`config.mk`:
```
export PLATFORM = sky130hd
export DESIGN_NAME = gp_ports
export DESIGN_NICKNAME = d
export VERILOG_FILES = /design/src/verilog/gp_pkg.sv /design/src/verilog/gp_reg_if.sv /design/src/verilog/gp_axil_slave.sv /design/src/verilog/gp_ports.sv
export VERILOG_INCLUDE_DIRS = /design/src /design/src/verilog
export SDC_FILE = /design/constraint.sdc
export NUM_CORES = 1
export LEC_CHECK = 0
export ABC_CLOCK_PERIOD_IN_PS = 4150
export BUFFER_PORTS_ARGS = -buffer_cell sky130_fd_sc_hd__buf_2
export CORE_MARGIN = 8
export CORE_UTILIZATION = 56
export DETAILED_ROUTE_END_ITERATION = 7
export MAX_ROUTING_LAYER = met4
export PLACE_DENSITY_LB_ADDON = 0.05
export SLEW_MARGIN = 20
export SYNTH_ARGS = -nofsm -noshare
export SYNTH_HDL_FRONTEND = slang
export SYNTH_SLANG_ARGS = --single-unit
```
`constraint.sdc`:
```
create_clock -name aclk -period 4.15 [get_ports aclk]
set_input_delay 0.415 -clock aclk [delete_from_list [all_inputs] [get_ports aclk]]
set_output_delay 0.415 -clock aclk [all_outputs]
set_load 0.05 [all_outputs]
```
`src/verilog/gp_consts.svh`:
```
`ifndef GP_CONSTS_SVH
`define GP_CONSTS_SVH
// ----------------------------------------
// Register word indexes, byte address = index * 4
// ----------------------------------------
`define GP_IDX_P3_DIR 4'h0
`define GP_IDX_P3_DAT 4'h1
`define GP_IDX_P5_MODE 4'h2
`define GP_IDX_P5_DIR 4'h3
`define GP_IDX_P5_DAT 4'h4
`define GP_IDX_P5_PU 4'h5
`define GP_IDX_P7_DIR 4'h6
`define GP_IDX_P7_DAT 4'h7
`define GP_IDX_ALT 4'h8
`define GP_IDX_MAX 4'h8
`define GP_ADDR_W 8
// ----------------------------------------
// Reset values and masks
// ----------------------------------------
`define GP_RST_BYTE 8'h00
`define GP_RST_ALT 12'h000
`define GP_P5_PU_MASK 8'h3f
`define GP_P7_DIR_MASK 8'hf7
`define GP_P7_RSVD_ONES 8'h08
// ----------------------------------------
// Alternate function control fields
// ----------------------------------------
`define GP_ALT_I2C_EN 0
`define GP_ALT_SERIAL2_TRANSMIT_PIN_SEL 3
`define GP_ALT_OS_LSB 4
`define GP_ALT_OS_MSB 7
`define GP_ALT_RE 8
`define GP_ALT_CKE_LO 9
`define GP_ALT_CKE_HI 10
`define GP_ALT_SYNC 11
// ----------------------------------------
// Bus responses
// ----------------------------------------
`define GP_RESP_OKAY 2'h0
`define GP_RESP_SLVERR 2'h2
`endif

```
`src/verilog/gp_pkg.sv`:
```
package gp_pkg;
    typedef logic [7:0] gp_byte_t;
    typedef logic [3:0] gp_idx_t;
    typedef enum logic {GP_WR_COLLECT, GP_WR_RESP} gp_wr_state_t;
endpackage

```
`src/verilog/gp_reg_if.sv`:
```
`timescale 1ns/10ps
`default_nettype none
interface gp_reg_if;
    import gp_pkg::*;
    logic wr_en;
    gp_idx_t wr_idx;
    logic [31:0] wr_data;
    logic [3:0] wr_strb;
    gp_idx_t rd_idx;
    logic [31:0] rd_data;
    modport slv (output wr_en, wr_idx, wr_data, wr_strb, rd_idx, input rd_data);
    modport regs (input wr_en, wr_idx, wr_data, wr_strb, rd_idx, output rd_data);
endinterface
`default_nettype wire
```
`src/verilog/gp_axil_slave.sv`:
```
`timescale 1ns/10ps
`default_nettype none
`include "gp_consts.svh"
module gp_axil_slave
    import gp_pkg::*;
#(
    parameter int ADDR_W = `GP_ADDR_W
) (
    input wire logic aclk,
    input wire logic aresetn,
    input wire logic [ADDR_W-1:0] s_axi_awaddr,
    input wire logic s_axi_awvalid,
    output logic s_axi_awready,
    input wire logic [31:0] s_axi_wdata,
    input wire logic [3:0] s_axi_wstrb,
    input wire logic s_axi_wvalid,
    output logic s_axi_wready,
    output logic [1:0] s_axi_bresp,
    output logic s_axi_bvalid,
    input wire logic s_axi_bready,
    input wire logic [ADDR_W-1:0] s_axi_araddr,
    input wire logic s_axi_arvalid,
    output logic s_axi_arready,
    output logic [31:0] s_axi_rdata,
    output logic [1:0] s_axi_rresp,
    output logic s_axi_rvalid,
    input wire logic s_axi_rready,
    gp_reg_if.slv rb
);
    gp_wr_state_t wr_state_q;
    logic [ADDR_W-1:0] aw_addr_q;
    logic [31:0] w_data_q;
    logic [3:0] w_strb_q;
    // ----------------------------------------
    // Decode
    // ----------------------------------------
    wire aw_take = s_axi_awvalid && s_axi_awready;
    wire w_take = s_axi_wvalid && s_axi_wready;
    wire ar_take = s_axi_arvalid && s_axi_arready;
    wire aw_ok = aw_addr_q[1:0] == 2'h0 && aw_addr_q[ADDR_W-1:6] == '0 && aw_addr_q[5:2] <= `GP_IDX_MAX;
    wire ar_ok = s_axi_araddr[1:0] == 2'h0 && s_axi_araddr[ADDR_W-1:6] == '0 && s_axi_araddr[5:2] <= `GP_IDX_MAX;
    wire wr_go = wr_state_q == GP_WR_COLLECT && !s_axi_awready && !s_axi_wready;
    assign rb.wr_en = wr_go && aw_ok;
    assign rb.wr_idx = aw_addr_q[5:2];
    assign rb.wr_data = w_data_q;
    assign rb.wr_strb = w_strb_q;
    assign rb.rd_idx = s_axi_araddr[5:2];
    // ----------------------------------------
    // Write channels, both held until response taken
    // ----------------------------------------
    always_ff @(posedge aclk) begin
        if (!aresetn) begin
            wr_state_q <= GP_WR_COLLECT;
            s_axi_awready <= 1'b1;
            s_axi_wready <= 1'b1;
            s_axi_bvalid <= 1'b0;
            s_axi_bresp <= `GP_RESP_OKAY;
            aw_addr_q <= '0;
            w_data_q <= 32'h0;
            w_strb_q <= 4'h0;
        end else begin
            if (aw_take) begin
                s_axi_awready <= 1'b0;
                aw_addr_q <= s_axi_awaddr;
            end
            if (w_take) begin
                s_axi_wready <= 1'b0;
                w_data_q <= s_axi_wdata;
                w_strb_q <= s_axi_wstrb;
            end
            case (wr_state_q)
                GP_WR_COLLECT: begin
                    if (wr_go) begin
                        s_axi_bvalid <= 1'b1;
                        s_axi_bresp <= aw_ok ? `GP_RESP_OKAY : `GP_RESP_SLVERR;
                        wr_state_q <= GP_WR_RESP;
                    end
                end
                GP_WR_RESP: begin
                    if (s_axi_bready) begin
                        s_axi_bvalid <= 1'b0;
                        s_axi_awready <= 1'b1;
                        s_axi_wready <= 1'b1;
                        wr_state_q <= GP_WR_COLLECT;
                    end
                end
                default: wr_state_q <= GP_WR_COLLECT;
            endcase
        end
    end
    // ----------------------------------------
    // Read channel, data one cycle after address
    // ----------------------------------------
    always_ff @(posedge aclk) begin
        if (!aresetn) begin
            s_axi_arready <= 1'b1;
            s_axi_rvalid <= 1'b0;
            s_axi_rdata <= 32'h0;
            s_axi_rresp <= `GP_RESP_OKAY;
        end else if (ar_take) begin
            s_axi_arready <= 1'b0;
            s_axi_rvalid <= 1'b1;
            s_axi_rdata <= ar_ok ? rb.rd_data : 32'h0;
            s_axi_rresp <= ar_ok ? `GP_RESP_OKAY : `GP_RESP_SLVERR;
        end else if (s_axi_rvalid && s_axi_rready) begin
            s_axi_rvalid <= 1'b0;
            s_axi_arready <= 1'b1;
        end
    end
endmodule
`default_nettype wire

```
`src/verilog/gp_ports.sv`:
```
// Notes on behaviour
// - A port 3 pin is driven when its direction bit is 1 and is an input when it is 0.
// - A port 5 general pin is an output when its direction bit is 1 and an input when 0.
// - Written data is held per port and driven onto general-purpose output pins.
// - Reading a data bit whose direction bit is 1 returns the stored value.
// - Reading a data bit whose direction bit is 0 returns the sampled pin level.
// - Port 5 mode bits 7 and 6 make their pins open-drain when 1 and push-pull when 0.
// - Port 5 mode bits 5 to 0 make their pins wake inputs when 1, ignoring direction.
// - Port 5 pull-up bits 5 to 0 turn the pull-up on only while the direction bit is 0.
// - Port 5 pull-up bits 7 and 6 always read as 0.
// - With the I2C unit enabled, port 5 pins 7 and 6 become clock and data lines.
// - Those I2C lines only ever drive low.
// - Port 7 direction exists for pins 7 to 4 and 2 to 0; position 3 is reserved.
// - Port 7 data bit 3 always reads as 1.
// - Timer and serial settings override port 7 direction on pins 6, 2, 1 and 0.
// - Port 7 pins 5 and 4 always feed the timer clock and reset inputs.
// - The transmit select bit turns port 7 pin 2 into the serial transmit output.
//
// The AXI4-Lite slave port and the register addresses are this design's own decisions.
`timescale 1ns/10ps
`default_nettype none
`include "gp_consts.svh"
module gp_ports
    import gp_pkg::*;
#(
    parameter int ADDR_W = `GP_ADDR_W
) (
    input wire logic aclk,
    input wire logic aresetn,
    input wire logic [ADDR_W-1:0] s_axi_awaddr,
    input wire logic s_axi_awvalid,
    output logic s_axi_awready,
    input wire logic [31:0] s_axi_wdata,
    input wire logic [3:0] s_axi_wstrb,
    input wire logic s_axi_wvalid,
    output logic s_axi_wready,
    output logic [1:0] s_axi_bresp,
    output logic s_axi_bvalid,
    input wire logic s_axi_bready,
    input wire logic [ADDR_W-1:0] s_axi_araddr,
    input wire logic s_axi_arvalid,
    output logic s_axi_arready,
    output logic [31:0] s_axi_rdata,
    output logic [1:0] s_axi_rresp,
    output logic s_axi_rvalid,
    input wire logic s_axi_rready,
    input wire logic [7:0] p3_pin_in,
    output logic [7:0] p3_pin_out,
    output logic [7:0] p3_pin_oe,
    input wire logic [7:0] p5_pin_in,
    output logic [7:0] p5_pin_out,
    output logic [7:0] p5_pin_oe,
    output logic [7:0] p5_pullup_on,
    input wire logic [7:0] p7_pin_in,
    output logic [7:0] p7_pin_out,
    output logic [7:0] p7_pin_oe,
    input wire logic i2c_scl_o,
    input wire logic i2c_sda_o,
    output logic i2c_scl_i,
    output logic i2c_sda_i,
    output logic [5:0] wake_in,
    input wire logic timer_v_output,
    output logic timer_v_clock_input,
    output logic timer_v_reset_input,
    input wire logic serial2_txd,
    output logic serial2_rxd,
    input wire logic serial2_sck_o,
    output logic serial2_sck_i
);
    gp_reg_if rb ();
    // ----------------------------------------
    // Bus slave
    // ----------------------------------------
    gp_axil_slave #(.ADDR_W(ADDR_W)) u_slave (
        .aclk(aclk),
        .aresetn(aresetn),
        .s_axi_awaddr(s_axi_awaddr),
        .s_axi_awvalid(s_axi_awvalid),
        .s_axi_awready(s_axi_awready),
        .s_axi_wdata(s_axi_wdata),
        .s_axi_wstrb(s_axi_wstrb),
        .s_axi_wvalid(s_axi_wvalid),
        .s_axi_wready(s_axi_wready),
        .s_axi_bresp(s_axi_bresp),
        .s_axi_bvalid(s_axi_bvalid),
        .s_axi_bready(s_axi_bready),
        .s_axi_araddr(s_axi_araddr),
        .s_axi_arvalid(s_axi_arvalid),
        .s_axi_arready(s_axi_arready),
        .s_axi_rdata(s_axi_rdata),
        .s_axi_rresp(s_axi_rresp),
        .s_axi_rvalid(s_axi_rvalid),
        .s_axi_rready(s_axi_rready),
        .rb(rb.slv)
    );
    // ----------------------------------------
    // Registers
    // ----------------------------------------
    gp_byte_t port3_direction_q;
    gp_byte_t port3_output_data_q;
    gp_byte_t port5_mode_select_q;
    gp_byte_t port5_direction_q;
    gp_byte_t port5_output_data_q;
    gp_byte_t port5_pullup_enable_q;
    gp_byte_t port7_direction_q;
    gp_byte_t port7_output_data_q;
    logic [11:0] alt_ctrl_q;
    gp_byte_t p3_in_q;
    gp_byte_t p5_in_q;
    gp_byte_t p7_in_q;
    gp_byte_t p5_oe_d;
    gp_byte_t p5_out_d;
    gp_byte_t p5_pu_d;
    gp_byte_t p7_oe_d;
    gp_byte_t p7_out_d;
    // Write strobes per register
    wire wb0 = rb.wr_en && rb.wr_strb[0];
    wire wb1 = rb.wr_en && rb.wr_strb[1];
    wire we_p3_dir = wb0 && rb.wr_idx == `GP_IDX_P3_DIR;
    wire we_p3_dat = wb0 && rb.wr_idx == `GP_IDX_P3_DAT;
    wire we_p5_mode = wb0 && rb.wr_idx == `GP_IDX_P5_MODE;
    wire we_p5_dir = wb0 && rb.wr_idx == `GP_IDX_P5_DIR;
    wire we_p5_dat = wb0 && rb.wr_idx == `GP_IDX_P5_DAT;
    wire we_p5_pu = wb0 && rb.wr_idx == `GP_IDX_P5_PU;
    wire we_p7_dir = wb0 && rb.wr_idx == `GP_IDX_P7_DIR;
    wire we_p7_dat = wb0 && rb.wr_idx == `GP_IDX_P7_DAT;
    wire we_alt_lo = wb0 && rb.wr_idx == `GP_IDX_ALT;
    wire we_alt_hi = wb1 && rb.wr_idx == `GP_IDX_ALT;
    gp_byte_t wbyte;
    assign wbyte = rb.wr_data[7:0];
    // Alternate function settings
    wire i2c_unit_enable = alt_ctrl_q[`GP_ALT_I2C_EN];
    wire serial2_transmit_pin_sel = alt_ctrl_q[`GP_ALT_SERIAL2_TRANSMIT_PIN_SEL];
    wire [3:0] timer_v_output_select = alt_ctrl_q[`GP_ALT_OS_MSB:`GP_ALT_OS_LSB];
    wire receive_enable = alt_ctrl_q[`GP_ALT_RE];
    wire clock_enable_lo = alt_ctrl_q[`GP_ALT_CKE_LO];
    wire clock_enable_hi = alt_ctrl_q[`GP_ALT_CKE_HI];
    wire sync_mode_sel = alt_ctrl_q[`GP_ALT_SYNC];
    wire tmo_on = timer_v_output_select != 4'h0;
    wire sck_out_on = !clock_enable_hi && (clock_enable_lo || sync_mode_sel);
    // Register file updates
    always_ff @(posedge aclk) begin
        if (!aresetn) begin
            port3_direction_q <= `GP_RST_BYTE;
            port3_output_data_q <= `GP_RST_BYTE;
            port5_mode_select_q <= `GP_RST_BYTE;
            port5_direction_q <= `GP_RST_BYTE;
            port5_output_data_q <= `GP_RST_BYTE;
            port5_pullup_enable_q <= `GP_RST_BYTE;
            port7_direction_q <= `GP_RST_BYTE;
            port7_output_data_q <= `GP_RST_BYTE;
            alt_ctrl_q <= `GP_RST_ALT;
        end else begin
            if (we_p3_dir) port3_direction_q <= wbyte;
            if (we_p3_dat) port3_output_data_q <= wbyte;
            if (we_p5_mode) port5_mode_select_q <= wbyte;
            if (we_p5_dir) port5_direction_q <= wbyte;
            if (we_p5_dat) port5_output_data_q <= wbyte;
            if (we_p5_pu) port5_pullup_enable_q <= wbyte & `GP_P5_PU_MASK;
            if (we_p7_dir) port7_direction_q <= wbyte & `GP_P7_DIR_MASK;
            if (we_p7_dat) port7_output_data_q <= wbyte & `GP_P7_DIR_MASK;
            if (we_alt_lo) alt_ctrl_q[7:0] <= wbyte;
            if (we_alt_hi) alt_ctrl_q[11:8] <= rb.wr_data[11:8];
        end
    end
    // Pin level sampling
    always_ff @(posedge aclk) begin
        if (!aresetn) begin
            p3_in_q <= 8'h00;
            p5_in_q <= 8'h00;
            p7_in_q <= 8'h00;
        end else begin
            p3_in_q <= p3_pin_in;
            p5_in_q <= p5_pin_in;
            p7_in_q <= p7_pin_in;
        end
    end
    // ----------------------------------------
    // Read path
    // ----------------------------------------
    // Data reads follow the direction bit per pin
    gp_byte_t p3_rd;
    gp_byte_t p5_rd;
    gp_byte_t p7_rd;
    assign p3_rd = (port3_direction_q & port3_output_data_q) | (~port3_direction_q & p3_in_q);
    assign p5_rd = (port5_direction_q & port5_output_data_q) | (~port5_direction_q & p5_in_q);
    assign p7_rd = (port7_direction_q & port7_output_data_q) | (~port7_direction_q & p7_in_q)
        | `GP_P7_RSVD_ONES;
    // Register select, write-only registers read zero
    gp_byte_t rd_byte;
    assign rd_byte = rb.rd_idx == `GP_IDX_P3_DAT ? p3_rd :
        rb.rd_idx == `GP_IDX_P5_MODE ? port5_mode_select_q :
        rb.rd_idx == `GP_IDX_P5_DAT ? p5_rd :
        rb.rd_idx == `GP_IDX_P5_PU ? port5_pullup_enable_q :
        rb.rd_idx == `GP_IDX_P7_DAT ? p7_rd :
        rb.rd_idx == `GP_IDX_ALT ? alt_ctrl_q[7:0] : 8'h00;
    assign rb.rd_data = {20'h00000, rb.rd_idx == `GP_IDX_ALT ? alt_ctrl_q[11:8] : 4'h0, rd_byte};
    // ----------------------------------------
    // Port 5 pin control
    // ----------------------------------------
    genvar k;
    generate
        for (k = 0; k < 8; k++) begin : g_p5
            if (k >= 6) begin : g_i2c
                // I2C takes the pin, low-only drive
                wire drv = (k == 7) ? i2c_scl_o : i2c_sda_o;
                wire od = port5_mode_select_q[k];
                assign p5_oe_d[k] = i2c_unit_enable ? !drv :
                    port5_direction_q[k] && !(od && port5_output_data_q[k]);
                assign p5_out_d[k] = i2c_unit_enable ? 1'b0 : port5_output_data_q[k];
                assign p5_pu_d[k] = 1'b0;
            end else begin : g_gen
                // Wake mode forces input
                assign p5_oe_d[k] = !port5_mode_select_q[k] && port5_direction_q[k];
                assign p5_out_d[k] = port5_output_data_q[k];
                assign p5_pu_d[k] = port5_pullup_enable_q[k] && !port5_direction_q[k];
            end
        end
    endgenerate
    // ----------------------------------------
    // Port 7 pin control
    // ----------------------------------------
    // Peripheral settings win over direction
    assign p7_oe_d[7] = port7_direction_q[7];
    assign p7_oe_d[6] = tmo_on || port7_direction_q[6];
    assign p7_oe_d[5:4] = port7_direction_q[5:4];
    assign p7_oe_d[3] = 1'b0;
    assign p7_oe_d[2] = serial2_transmit_pin_sel || port7_direction_q[2];
    assign p7_oe_d[1] = !receive_enable && port7_direction_q[1];
    assign p7_oe_d[0] = !clock_enable_hi && (sck_out_on || port7_direction_q[0]);
    assign p7_out_d[7] = port7_output_data_q[7];
    assign p7_out_d[6] = tmo_on ? timer_v_output : port7_output_data_q[6];
    assign p7_out_d[5:3] = port7_output_data_q[5:3];
    assign p7_out_d[2] = serial2_transmit_pin_sel ? serial2_txd : port7_output_data_q[2];
    assign p7_out_d[1] = port7_output_data_q[1];
    assign p7_out_d[0] = sck_out_on ? serial2_sck_o : port7_output_data_q[0];
    // ----------------------------------------
    // Output flops
    // ----------------------------------------
    // Pin drivers
    always_ff @(posedge aclk) begin
        if (!aresetn) begin
            p3_pin_oe <= 8'h00;
            p3_pin_out <= 8'h00;
            p5_pin_oe <= 8'h00;
            p5_pin_out <= 8'h00;
            p5_pullup_on <= 8'h00;
            p7_pin_oe <= 8'h00;
            p7_pin_out <= 8'h00;
        end else begin
            p3_pin_oe <= port3_direction_q;
            p3_pin_out <= port3_output_data_q;
            p5_pin_oe <= p5_oe_d;
            p5_pin_out <= p5_out_d;
            p5_pullup_on <= p5_pu_d;
            p7_pin_oe <= p7_oe_d;
            p7_pin_out <= p7_out_d;
        end
    end
    // Feeds to the peripherals, idle levels when not routed
    always_ff @(posedge aclk) begin
        if (!aresetn) begin
            i2c_scl_i <= 1'b1;
            i2c_sda_i <= 1'b1;
            wake_in <= 6'h00;
            timer_v_clock_input <= 1'b0;
            timer_v_reset_input <= 1'b0;
            serial2_rxd <= 1'b1;
            serial2_sck_i <= 1'b0;
        end else begin
            i2c_scl_i <= i2c_unit_enable ? p5_pin_in[7] : 1'b1;
            i2c_sda_i <= i2c_unit_enable ? p5_pin_in[6] : 1'b1;
            wake_in <= p5_pin_in[5:0] & port5_mode_select_q[5:0];
            timer_v_clock_input <= p7_pin_in[5];
            timer_v_reset_input <= p7_pin_in[4];
            serial2_rxd <= receive_enable ? p7_pin_in[1] : 1'b1;
            serial2_sck_i <= clock_enable_hi ? p7_pin_in[0] : 1'b0;
        end
    end
endmodule
`default_nettype wire

```
==> impl_metrics.py <==
metrics = {
    "cts": {
        "htreeDepth": 4,
        "cts_resized": 0,
        "cts_buffer_depth": 2,
        "path_clk_slew_ns": 0.07,
        "cts.sinks": 199,
        "tritoncts": "yes",
        "numCtsBuffers": 17,
        "root_buffer": "clkbuf_16",
        "insertion_delay_ns": 0.43,
        "postCtsSetupBuffers": 0,
        "cts_hold_buf": 0,
    },
    "finish": {
        "nNetsFinal": 989,
        "area_growth_pct": 18.0,
        "antenna_cells": 0,
        "seq_area_mm2": 0.00398,
        "layout-drive-gt1-share_pct": 22.2,
        "fillCellCount": 1104,
        "multiInputGateArea_mm2": 0.00307,
        "finalNonFillerCells": 1089,
        "final_cell_area_mm2": 0.00875,
    },
    "timing": {
        "finalCriticalPeriod_ns": 2.63,
        "hold_viol_final": 0,
        "fin_crit_sh_pct": 63.4,
        "tightest_slew_ns": 1.11,
        "setup_tns_ns": 0,
        "rsz0062_at_grt": "no",
        "fin_skew_ns": 0.00839,
        "slew_violations": 0,
        "setup_viol": 0,
        "slew-limit-headroom_pct": 25.6,
        "fmax_ghz": 0.380,
    },
    "routing": {
        "drc_errors": 0,
        "totalWireLength_mm": 19.0,
        "avgViaCountPerCell": 5.38,
        "dr.pass1.iters": 4,
        "wl_per_cell_um": 17.4,
        "drtAntennaViolNets": 0,
        "drtIter0Drc": 366,
        "routed-via-count": 5864,
    },
    "grt": {
        "grt_pass1_vias": 5836,
        "met2_usage_pct": 37.5,
        "grt_overflow": 0,
        "use_met1_pct": 28.3,
        "antenna_found_initial": 0,
        "grt_max_degree": 74,
        "grt_pass1_wl_mm": 29.5,
        "gr-usage-met3_pct": 4.02,
        "grt_use_total_pct": 23.1,
        "top_usage_layer": "met2",
    },
    "power": {
        "seqPwrFrac_pct": 49.5,
        "irDropWorstVdd_uv": 281,
        "power.switching_mw": 0.921,
        "power_density_mw_per_mm2": 454,
        "total_power_mw": 3.97,
        "p_clk_share_pct": 43.7,
        "intPower_mw": 3.05,
        "p_leak_nw": 3.86,
        "pwr-share-comb_pct": 6.8,
        "p_sw_share_pct": 23.2,
    },
    "synthesis": {
        "avgSynthCellArea_um2": 9.55,
        "synthMostInstantiatedCell": "dfxtp_1",
        "synth_top_cell_area_share_pct": 53.8,
        "synth_cells": 776,
        "synthFlopType": "dfxtp_1",
        "seq_area_frac_synth_pct": 53.8,
        "yosys_warnings": 0,
        "synthArstFlopShare_pct": 0,
        "synth_edf_count": 0,
        "ys_seq_elements": 199,
        "syn_area_mm2": 0.00741,
        "synth_area_leader_cell": "dfxtp_1",
        "ys_top_cells_by_count": "dfxtp_1 (199), nand2_1 (104), a21oi_1 (52)",
        "ys_types": 48,
        "synth_area_leaders": "dfxtp_1 (54%), mux2i_1 (6.5%), nand2_1 (5.3%), a21oi_1 (3.5%), o21ai_0 (3.2%)",
    },
    "critical_path": {
        "crit_fanout": 23,
        "ff2ff_path_depth": 4,
        "worstSetupStartpointType": "flip-flop",
        "reg2reg_slack_ns": 1.52,
        "cp-end-kind": "flip-flop",
        "cp.required_ns": 4.43,
        "worstReg2RegEnd": "port3_output_data_q[7]$_SDFFE_PN0P_",
        "worstPathArrival_ns": 2.91,
        "timing.rr.start": "u_slave.s_axi_awready$_SDFF_PN1_",
        "crit_path_start": "u_slave.s_axi_awready$_SDFF_PN1_",
        "crit_path_end": "port3_output_data_q[7]$_SDFFE_PN0P_",
        "path_class": "reg -> reg",
    },
    "die": {
        "core-area_mm2": 0.0131,
        "die_h_um": 131,
        "num_io_pins": 197,
        "die_area_mm2": 0.0172,
        "start_util_pct": 56.6,
        "die_w_um": 131,
        "fp-row-count": 42,
    },
    "outcome": {
        "status": "finished, final reports clean",
    },
    "placement": {
        "portBuffers": 147,
        "gp_congestion": 0.861,
        "place_inst": 1058,
        "dp_hpwl_mm": 14.0,
        "placed_cell_area_mm2": 0.00812,
    },
    "min_path": {
        "min_path_type": "in -> reg",
        "min_from": "p7_pin_in[1]",
    },
    "run": {
        "drv_cap": 0,
    },
}
[layer usage]
metal	routed length, µm	up-vias
met3	1090	20
met1	8200	2791
li1	-	2873
met2	9330	180
met4	337	0
met5	0	-
[worst min path at each step]
stage          depth (start not counted)                      to  slack, ns
5_1_grt                                2    i2c_scl_i$_SDFF_PN1_       0.19
4_1_cts                                2  serial2_rxd$_SDFF_PN1_       0.18
3_5_place_dp                           1  serial2_rxd$_SDFF_PN1_       0.44
2_1_floorplan                          1  serial2_rxd$_SDFF_PN1_       0.41
6_report                               2  serial2_rxd$_SDFF_PN1_       0.19
3_3_place_gp                           1  serial2_rxd$_SDFF_PN1_       0.45
[power by group through the flow]
stage	Sequential (mW)	Clock, mW	Combinational (mW)
floorplan	2.02	0	0.201
global placement	2.01	0	0.263
detailed placement	2.01	0	0.267
CTS	1.97	1.75	0.268
global route	1.97	1.83	0.292
finish	1.97	1.73	0.269
[registers in the layout (all words and copies together), names as in the netlist, 8 cells and up]
name / flops
p3_pin_oe: 8
port5_mode_select_q: 8
p5_pin_out: 8
p3_in_q: 8
alt_ctrl_q: 12
port5_direction_q: 8
p5_in_q: 8
port5_output_data_q: 8
u_slave.rb.wr_data: 12
p5_pin_oe: 8
port3_direction_q: 8
port3_output_data_q: 8
p3_pin_out: 8
u_slave.s_axi_rdata: 12
u_slave.aw_addr_q: 8
[worst max-delay path, cell delays in order, from the launching register on]
cell and delay [ns]:
dfxtp_1 0.44, nor3_2 0.49, nand4_1 0.89, o21ai_0 0.53, o31ai_1 0.12
[layout by cell type, fill, tap and decap left out, drive strengths merged, types with 5 or more instances in the layout]
cell type and n:
dfxtp 199, buf 149, nand2 104, a21oi 52
mux2i 48, o21ai 47, nand3 40, and2 34
nor2 29, conb 26, inv 24, clkbuf 19
nor3b 14, a211oi 10, nor2b 9, and3 8
o31ai 8, nand2b 7, mux2 7, a22oi 6
clkinv 6, nand3b 5, a2bb2oi 5, nor4bb 5
o22ai 5, a32o 5, nor4 5, nand4 5
[cell type report]
type | count | area share [%]
inverter | 24 | 1.03
clock buffer | 19 | 5.18
clock inverter | 12 | 2.02
multi-input combinational | 510 | 35.1
timing repair buffer | 149 | 8.58
tap | 176 | 2.52
sequential | 199 | 45.6
[logic make-up after synthesis]
logic type | synth area share, %
buf+inv | 6.06
other cells | 0.0506
flops | 53.8
compound gates | 11.7
simple gates | 20.9
mux | 7.55
[stage by stage]
stage | util (%) | hold slack (ns) | worst slack (ns)
finish | 66.8 | 0.185 | 1.52
global route | 66.8 | 0.189 | 1.35
CTS | 66.8 | 0.177 | 1.62
detailed placement | 62.0 | 0.444 | 1.53
global placement | 62.0 | 0.446 | 1.58
floorplan | - | 0.409 | 2.23
(Power assumes the default switching activity.)
